[src/rtl/adc_ctl_pkg.sv]
// Constants and types shared by the converter control block
package adc_ctl_pkg;
  // ******************************
  // Register map (index, byte address = 4 x index)
  // ******************************
  localparam logic [7:0] IDX_CSR = 8'h2E;
  localparam logic [7:0] IDX_UPPER = 8'h2F;
  localparam logic [7:0] IDX_LOWER = 8'h30;
  localparam logic [7:0] IDX_CLKCTL = 8'h31;
  localparam logic [9:0] ADDR_CSR = {IDX_CSR, 2'b00};
  localparam logic [9:0] ADDR_UPPER = {IDX_UPPER, 2'b00};
  localparam logic [9:0] ADDR_LOWER = {IDX_LOWER, 2'b00};
  localparam logic [9:0] ADDR_CLKCTL = {IDX_CLKCTL, 2'b00};
  // ******************************
  // Field positions and reset values
  // ******************************
  localparam int BIT_EOC = 7;
  localparam int DIV_LSB = 5;
  localparam int BIT_ON = 4;
  localparam int CH_LSB = 0;
  localparam int BIT_IE = 0;
  localparam int BIT_LS = 1;
  localparam logic [7:0] CSR_RST = 8'h00;
  localparam logic [7:0] UPPER_RST = 8'h00;
  localparam logic [7:0] LOWER_RST = 8'h00;
  localparam logic [1:0] CLKCTL_RST = 2'h0;
  // ******************************
  // Timing
  // ******************************
  localparam int ADC_HZ_FAST = 4_000_000;
  localparam int ADC_HZ_MID = 2_000_000;
  localparam int ADC_HZ_SLOW = 1_000_000;
  localparam int SAMPLE_TICKS = 3;
  localparam int SAMPLE_TICKS_LONG = 6;
  localparam int STAB_TIME_NS = 10_000;
  localparam int RESULT_W = 10;
  typedef enum {ST_OFF, ST_STAB, ST_SAMPLE, ST_CONVERT} conv_state_t;
endpackage : adc_ctl_pkg

[src/rtl/sar_adc_control_readout.sv]
// Successive-approximation converter control, result readout and AHB-Lite registers
`timescale 1ns/1ns
// Functional notes
// - Setting on bit starts continuous conversion
// - Clearing on bit stops and aborts conversion
// - Done flag low from a start or upper read until the next completion
// - Completion sets done flag, stores result
// - Interrupt on completion only when enabled
// - Upper register read or a fresh start clears done
// - Channel write restarts conversion on new input
// - Lower register read freezes both results
// - Upper read or on-bit clear unfreezes
// - Frozen results ignore new conversions
// - Upper-only read gives eight bits, clears done
// - Over-range input saturates to all ones
// - Under-range input gives zero result
// - Divider codes give 4, 2, 1 MHz
// - Four-bit code selects input zero to fifteen
// - Control register writable except done bit
// - Upper holds bits 9:2, lower 1:0
// - All registers reset to zero
// - Wait ignored, halt disables, then stabilise
// - Long-sample bit stretches sampling time
module sar_adc_control_readout #(
  parameter int CLK_HZ = 50_000_000
) (
  input wire logic hclk,
  input wire logic hresetn,
  input wire logic hsel,
  input wire logic [31:0] haddr,
  input wire logic [1:0] htrans,
  input wire logic hwrite,
  input wire logic [2:0] hsize,
  input wire logic [31:0] hwdata,
  input wire logic hready,
  output logic hreadyout,
  output logic hresp,
  output logic [31:0] hrdata,
  input wire logic comp_above,
  input wire logic halt_mode,
  output logic converter_enable,
  output logic sample_hold,
  output logic [3:0] channel_sel,
  output logic [9:0] dac_code,
  output logic done_irq
);
  // ******************************
  // Derived counts
  // ******************************
  // Round up so the converter clock never runs above its nominal rate
  localparam int DIV_FAST = (CLK_HZ + adc_ctl_pkg::ADC_HZ_FAST - 1) / adc_ctl_pkg::ADC_HZ_FAST;
  localparam int DIV_MID = (CLK_HZ + adc_ctl_pkg::ADC_HZ_MID - 1) / adc_ctl_pkg::ADC_HZ_MID;
  localparam int DIV_SLOW = (CLK_HZ + adc_ctl_pkg::ADC_HZ_SLOW - 1) / adc_ctl_pkg::ADC_HZ_SLOW;
  localparam longint STAB_RAW = (longint'(adc_ctl_pkg::STAB_TIME_NS) * CLK_HZ + 999_999_999) / 1_000_000_000;
  localparam int STAB_CYCLES = (STAB_RAW < 1) ? 1 : int'(STAB_RAW);

  initial begin
    if (DIV_SLOW > 255 || DIV_FAST < 2 || STAB_CYCLES > 65535) begin
      $error("CLK_HZ out of the range this divider serves");
    end
  end

  // ******************************
  // Functions
  // ******************************
  function automatic logic [7:0] div_last(input logic [1:0] code);
    unique case (code)
      2'b00: div_last = 8'(DIV_FAST - 1);
      2'b01: div_last = 8'(DIV_MID - 1);
      default: div_last = 8'(DIV_SLOW - 1);
    endcase
  endfunction : div_last

  function automatic logic hit(input logic [9:0] a, input logic [9:0] reg_addr);
    hit = (a == reg_addr);
  endfunction : hit

  // ******************************
  // Declarations
  // ******************************
  adc_ctl_pkg::conv_state_t state_r, state_nxt;
  logic comp_m_r, comp_s_r, halt_m_r, halt_s_r;
  logic on_r, ie_r, ls_r, eoc_r, lock_r, wr_pend_r;
  logic [1:0] div_r;
  logic [3:0] chan_r, bit_r, step_r;
  logic [7:0] div_cnt_r;
  logic [9:0] wr_addr_r, sar_r;
  logic [9:0] result_r;
  logic [15:0] stab_r;
  logic [31:0] hrdata_r;

  // ******************************
  // Bus decode
  // ******************************
  wire accept = hsel && htrans[1] && hready;
  wire [9:0] a_lo = haddr[9:0];
  wire rd_acc = accept && !hwrite;
  wire rd_upper = rd_acc && hit(a_lo, adc_ctl_pkg::ADDR_UPPER);
  wire rd_lower = rd_acc && hit(a_lo, adc_ctl_pkg::ADDR_LOWER);
  wire rd_csr = rd_acc && hit(a_lo, adc_ctl_pkg::ADDR_CSR);
  wire rd_ctl = rd_acc && hit(a_lo, adc_ctl_pkg::ADDR_CLKCTL);
  wire wr_csr = wr_pend_r && hit(wr_addr_r, adc_ctl_pkg::ADDR_CSR);
  wire wr_ctl = wr_pend_r && hit(wr_addr_r, adc_ctl_pkg::ADDR_CLKCTL);

  // Writes land in the data phase; a read in that same cycle sees the new value
  wire on_nxt = wr_csr ? hwdata[adc_ctl_pkg::BIT_ON] : on_r;
  wire [1:0] div_nxt = wr_csr ? hwdata[adc_ctl_pkg::DIV_LSB +: 2] : div_r;
  wire [3:0] chan_nxt = wr_csr ? hwdata[adc_ctl_pkg::CH_LSB +: 4] : chan_r;
  wire ie_nxt = wr_ctl ? hwdata[adc_ctl_pkg::BIT_IE] : ie_r;
  wire ls_nxt = wr_ctl ? hwdata[adc_ctl_pkg::BIT_LS] : ls_r;

  // ******************************
  // Conversion control
  // ******************************
  wire turn_on = wr_csr && on_nxt && !on_r;
  wire chan_change = wr_csr && on_r && on_nxt && (chan_nxt != chan_r);
  wire start = turn_on || chan_change;
  wire turn_off = wr_csr && !on_nxt;
  wire tick = (div_cnt_r == 8'h00);
  wire [3:0] samp_last = ls_r ? 4'(adc_ctl_pkg::SAMPLE_TICKS_LONG - 1)
                              : 4'(adc_ctl_pkg::SAMPLE_TICKS - 1);
  wire [9:0] trial = 10'(1) << bit_r;
  // Keep the trial bit while the input is above the trial level; rails give 3FF or 000
  wire [9:0] sar_kept = comp_s_r ? sar_r : (sar_r & ~trial);
  wire conv_done = (state_r == adc_ctl_pkg::ST_CONVERT) && tick && (bit_r == 4'h0)
                   && on_nxt && !start && !halt_s_r;

  always_comb begin
    state_nxt = state_r;
    if (!on_nxt || halt_s_r) begin
      state_nxt = adc_ctl_pkg::ST_OFF;
    end else if (start) begin
      state_nxt = adc_ctl_pkg::ST_SAMPLE;
    end else begin
      unique case (state_r)
        adc_ctl_pkg::ST_OFF: state_nxt = adc_ctl_pkg::ST_STAB;
        adc_ctl_pkg::ST_STAB: begin
          if (stab_r == 16'h0000) state_nxt = adc_ctl_pkg::ST_SAMPLE;
        end
        adc_ctl_pkg::ST_SAMPLE: begin
          if (tick && step_r == samp_last) state_nxt = adc_ctl_pkg::ST_CONVERT;
        end
        adc_ctl_pkg::ST_CONVERT: begin
          if (conv_done) state_nxt = adc_ctl_pkg::ST_SAMPLE;
        end
      endcase
    end
  end

  // ******************************
  // Synchronisers
  // ******************************
  always_ff @(posedge hclk or negedge hresetn) begin
    if (!hresetn) begin
      comp_m_r <= 1'b0;
      comp_s_r <= 1'b0;
      halt_m_r <= 1'b0;
      halt_s_r <= 1'b0;
    end else begin
      comp_m_r <= comp_above;
      comp_s_r <= comp_m_r;
      halt_m_r <= halt_mode;
      halt_s_r <= halt_m_r;
    end
  end

  // ******************************
  // Registers
  // ******************************
  always_ff @(posedge hclk or negedge hresetn) begin
    if (!hresetn) begin
      on_r <= adc_ctl_pkg::CSR_RST[adc_ctl_pkg::BIT_ON];
      div_r <= adc_ctl_pkg::CSR_RST[adc_ctl_pkg::DIV_LSB +: 2];
      chan_r <= adc_ctl_pkg::CSR_RST[adc_ctl_pkg::CH_LSB +: 4];
      eoc_r <= adc_ctl_pkg::CSR_RST[adc_ctl_pkg::BIT_EOC];
      ie_r <= adc_ctl_pkg::CLKCTL_RST[adc_ctl_pkg::BIT_IE];
      ls_r <= adc_ctl_pkg::CLKCTL_RST[adc_ctl_pkg::BIT_LS];
      result_r <= {adc_ctl_pkg::UPPER_RST, adc_ctl_pkg::LOWER_RST[1:0]};
      lock_r <= 1'b0;
      wr_pend_r <= 1'b0;
      wr_addr_r <= 10'h000;
      hrdata_r <= 32'h0000_0000;
    end else begin
      on_r <= on_nxt;
      div_r <= div_nxt;
      chan_r <= chan_nxt;
      ie_r <= ie_nxt;
      ls_r <= ls_nxt;
      wr_pend_r <= accept && hwrite;
      wr_addr_r <= a_lo;
      // Set wins over the clear by the upper read; a fresh start clears it
      if (conv_done) eoc_r <= 1'b1;
      else if (rd_upper || start) eoc_r <= 1'b0;
      // Freeze covers the lower-read cycle so both halves stay one sample
      if (conv_done && !lock_r && !rd_lower) result_r <= sar_kept;
      if (rd_lower) lock_r <= 1'b1;
      else if (rd_upper || turn_off) lock_r <= 1'b0;
      if (rd_csr) hrdata_r <= {24'h000000, eoc_r, div_nxt, on_nxt, chan_nxt};
      else if (rd_upper) hrdata_r <= {24'h000000, result_r[9:2]};
      else if (rd_lower) hrdata_r <= {30'h0, result_r[1:0]};
      else if (rd_ctl) hrdata_r <= {30'h0, ls_nxt, ie_nxt};
      else if (accept) hrdata_r <= 32'h0000_0000;
    end
  end

  // ******************************
  // Sequencer
  // ******************************
  always_ff @(posedge hclk or negedge hresetn) begin
    if (!hresetn) begin
      state_r <= adc_ctl_pkg::ST_OFF;
      div_cnt_r <= 8'h00;
      stab_r <= 16'h0000;
      step_r <= 4'h0;
      bit_r <= 4'h0;
      sar_r <= 10'h000;
    end else begin
      state_r <= state_nxt;
      if (state_nxt != state_r || tick) div_cnt_r <= div_last(div_nxt);
      else div_cnt_r <= div_cnt_r - 8'h01;
      if (state_r != adc_ctl_pkg::ST_STAB) stab_r <= 16'(STAB_CYCLES - 1);
      else if (stab_r != 16'h0000) stab_r <= stab_r - 16'h0001;
      if (state_nxt != adc_ctl_pkg::ST_SAMPLE || state_r != adc_ctl_pkg::ST_SAMPLE) step_r <= 4'h0;
      else if (tick) step_r <= step_r + 4'h1;
      if (state_nxt == adc_ctl_pkg::ST_CONVERT && state_r != adc_ctl_pkg::ST_CONVERT) begin
        bit_r <= 4'(adc_ctl_pkg::RESULT_W - 1);
        sar_r <= 10'h200;
      end else if (state_r == adc_ctl_pkg::ST_CONVERT && tick && bit_r != 4'h0) begin
        bit_r <= bit_r - 4'h1;
        sar_r <= sar_kept | (trial >> 1);
      end
    end
  end

  // ******************************
  // Outputs
  // ******************************
  assign hreadyout = 1'b1;
  assign hresp = 1'b0;
  assign hrdata = hrdata_r;
  assign converter_enable = (state_r != adc_ctl_pkg::ST_OFF);
  assign sample_hold = (state_r == adc_ctl_pkg::ST_SAMPLE);
  assign channel_sel = chan_r;
  assign dac_code = sar_r;
  assign done_irq = eoc_r && ie_r;
endmodule : sar_adc_control_readout
[config.mk]
export PLATFORM = sky130hd
export DESIGN_NAME = sar_adc_control_readout
export DESIGN_NICKNAME = d
export VERILOG_FILES = /design/src/rtl/adc_ctl_pkg.sv /design/src/rtl/sar_adc_control_readout.sv
export SDC_FILE = /design/constraint.sdc
export NUM_CORES = 1
export LEC_CHECK = 0
export BUFFER_PORTS_ARGS = -buffer_cell sky130_fd_sc_hd__buf_4
export CAP_MARGIN = 25
export CELL_PAD_IN_SITES_DETAIL_PLACEMENT = 0
export CELL_PAD_IN_SITES_GLOBAL_PLACEMENT = 2
export CORE_MARGIN = 1
export CORE_UTILIZATION = 31
export DETAILED_ROUTE_END_ITERATION = 8
export GPL_ROUTABILITY_DRIVEN = 0
export GPL_TIMING_DRIVEN = 0
export PLACE_DENSITY = 0.85
export SYNTH_ARGS = -nofsm -noshare
export SYNTH_HDL_FRONTEND = slang
export SYNTH_SLANG_ARGS = --single-unit
[constraint.sdc]
create_clock -name hclk -period 2.7 [get_ports hclk]
set_input_delay 0.675 -clock hclk [delete_from_list [all_inputs] [get_ports hclk]]
set_output_delay 0.675 -clock hclk [all_outputs]
set_load 0.01 [all_outputs]
==> qor.txt <==
Worst VDD drop = 0.000392 V
status = finished with violations
Layout area overhead = 34.9%
crit path kind = register to register
Core Area = 0.0167 sq mm
CP delay by family, top = simple AND/OR/NAND/NOR gates
Yosys cell types = 60
CTS tree = built
commonest non-fill, non-tap cell in the layout = dfrtp_1
Hold Path Class = input pin to asynchronous set/reset pin
clk buf depth = 2
Avg Cell Area, Syn = 11.3 sq um
minimum clock period = 2790 ps
Finish-stage setup viols = 9
worst skew pair latency = 410 ps
first-pass GRT wire length = 19700 um
clock sink total = 118
Critical Path RT = 2990 ps
Worst Path Buf+Inv = 1
initial antenna violation count = 0
H-tree levels = 4
Die Ht = 133 um
final hold vios = 0
crit-path max cell delay = 550 ps
yosys warns = 0
cell count after synthesis = 474
drt first pass iters = 4
most frequent cells in the layout = 118 x dfrtp_1, 92 x buf_4, 56 x conb_1
Post-DRT Antenna Nets = 0
residual DRC count = 0
failing checks = setup timing
Starting Density = 32.1%
mux cell area share after synthesis = 6.70%
io pins = 127
Synth Register Bits = 118
r2r startpoint = wr_addr_r[1]$_DFF_PN0_
layout cells sized above 1 = 29.5%
Pleak = 3.25 nW
Detailed Route Iter0 Violations = 197
nets = 699
Period Utilization, post-route = 103%
die area = 0.0178 sq mm
Final WS setup = -87.8 ps
Critical Path AT = 3080 ps
Final Slew Violations = 0
synthesized area = 0.00536 sq mm
CP max FO = 10
Final HPWL DP = 8140 um
crit path cell chain = or4b_4, or4_4, a21bo_4, nand4_2, or4_4, buf_12, mux2_4
row cnt = 47
GRT overflow = 0
PwrDens = 611 mW/mm^2
FFs w/ async S/R, synth = 100%
Routed WL = 11700 um
crit-path most repeated cell = or4_4
IO buf count = 49
Synth Area in Simple Gates = 18.3%
relative slew slack = 45.6%
Synth Flop Type = dfrtp_1
max-cap violation count = 0
root buffer cell = clkbuf_16
number of global-route vias before repair = 3931
largest family of logic cells by synthesized area = simple AND/OR/NAND/NOR gates
GRT Resource Usage Total = 14.2%
complex-gate fraction of the synthesized area = 7.40%
Synth Area in Adders = 1.87%
largest net degree at the start of global routing = 62
post-synthesis sequential area ratio = 55.1%
FMAX = 0.359 GHz
Worst Skew = 6.37 ps
hold buffers post-CTS = 0
Die Wd = 133 um
via count = 3885
worst-margin pin slew = 805 ps
Setup crit start = wr_addr_r[1]$_DFF_PN0_
wire per inst = 13.8 um
Synth Area in XOR/XNOR = 4.58%
total CTS buffers = 17
EDFF count, synth = 0
Clock transition at path regs = 50 ps
diode count = 0
crit path max-delay cell type = or4b_4
setup TNS = -698 ps
routed vias/inst = 4.58
dpl ws = -835 ps
RSZ-0062 raised after global routing = true
Critical Path End Type = register
Worst setup SP type = register
[cells by family (layout without fill, tap and decap cells)]
group | after synthesis | after routing
other | 2 | 56
buffers and inverters | 54 | 154
XOR/XNOR | 28 | 28
multiplexers | 31 | 31
AND/OR/NAND/NOR | 175 | 175
flip-flops | 118 | 118
adder cells (fa/ha/maj) | 8 | 8
AO/OA/AOI/OAI | 58 | 58
[cells in the mapped netlist (2+ instances only)]
| master | number | area share [%] |
|---|---|---|
| mux2_2 | 7 | 1.5 |
| mux2i_1 | 16 | 3.0 |
| a22oi_1 | 4 | 0.56 |
| nor4_1 | 16 | 1.9 |
| or2_2 | 3 | 0.35 |
| inv_1 | 16 | 1.1 |
| o2111ai_1 | 2 | 0.33 |
| a32oi_1 | 3 | 0.49 |
| and2_1 | 5 | 0.58 |
| xnor2_1 | 11 | 1.8 |
| nand2b_1 | 6 | 0.70 |
| ha_1 | 8 | 1.9 |
| nand2_1 | 28 | 2.0 |
| o211ai_1 | 2 | 0.28 |
| a21oi_1 | 11 | 1.0 |
| clkbuf_1 | 7 | 0.49 |
| nor3b_1 | 4 | 0.56 |
| nor4_2 | 2 | 0.47 |
| or4b_2 | 2 | 0.37 |
| o221ai_1 | 2 | 0.33 |
| a211oi_1 | 3 | 0.42 |
| nand3_1 | 17 | 1.6 |
| or4_1 | 2 | 0.28 |
| buf_4 | 27 | 3.8 |
| nor2_1 | 40 | 2.8 |
| mux2_4 | 8 | 2.2 |
| dfrtp_1 | 118 | 55 |
| buf_2 | 2 | 0.19 |
| o21ai_0 | 15 | 1.4 |
| conb_1 | 2 | 0.14 |
| nand4_1 | 11 | 1.3 |
| nor4b_1 | 4 | 0.65 |
| a21boi_0 | 7 | 0.98 |
| xor2_1 | 17 | 2.8 |
| or3_1 | 2 | 0.23 |
| and3_1 | 3 | 0.35 |
| nor2b_1 | 7 | 0.82 |
| nor3_1 | 12 | 1.1 |
[registers in the layout (all words and copies together) (netlist names), 2 cells and up]
name	count
state_r	32
div_cnt_r	8
step_r	4
wr_addr_r	10
channel_sel	4
hrdata	8
result_r	10
dac_code	10
stab_r	16
bit_r	4
div_r	2
[routing by layer]
layer	wire length (um)	track usage, %	up-vias
met5	0	0	-
met4	241	6.25	0
met3	407	2.85	19
met2	5670	22.8	84
met1	5400	18.5	1905
li1	-	-	1877
[worst paths after layout]
kind	endpoint	slack, ps	cells after the start
min reg2reg	halt_s_r$_DFF_PN0_	350	0
min in group hclk	halt_s_r$_DFF_PN0_	350	0
max	result_r[4]$_DFFE_PN0P_	-90	7
min	state_r[9]$_DFF_PN0_	230	1
max reg2reg	result_r[4]$_DFFE_PN0P_	-90	7
max in group asynchronous	bit_r[0]$_DFFE_PN0P_	1780	2
[power by group]
part | total, W | internal (W) | switching [W] | leakage, nW
combinational | 0.000214 | 0.0000954 | 0.000119 | 1.55
clock | 0.00236 | 0.00161 | 0.000743 | 0.300
sequential | 0.00185 | 0.00182 | 0.0000293 | 1.40
[cell type report]
| type | count | area (sq um) |
|---|---|---|
| Clock inverter | 8 | 145 |
| Tap cell | 220 | 275 |
| Timing Repair Buffer | 69 | 546 |
| Inverter | 17 | 63.8 |
| Buffer | 36 | 265 |
| Multi-Input combinational cell | 356 | 2500 |
| Clock buffer | 24 | 482 |
| Fill cell | 1570 | 9470 |
| Sequential cell | 118 | 2950 |
[per-stage QoR]
stage / std cells / util, % / total power, W / hold slack [ps] / instance area [sq um]
3_3_place_gp: 797 / 37.2 / 0.00206 / 333 / 6210
4_1_cts: 840 / 42.3 / 0.00446 / 256 / 7060
6_report: 848 / 43.3 / 0.00442 / 234 / 7230
3_5_place_dp: 798 / 37.3 / 0.00207 / 335 / 6240
2_1_floorplan: 528 / - / 0.00197 / 331 / 5560
5_1_grt: 848 / 43.3 / 0.00458 / 281 / 7230
[timing repair]
action	in CTS	in global routing
gates resized for setup	20	22
setup endpoints to repair	48	33
buffers inserted	10	8
pin swaps	6	6
cloned	0	1
(Power assumes the default switching activity.)
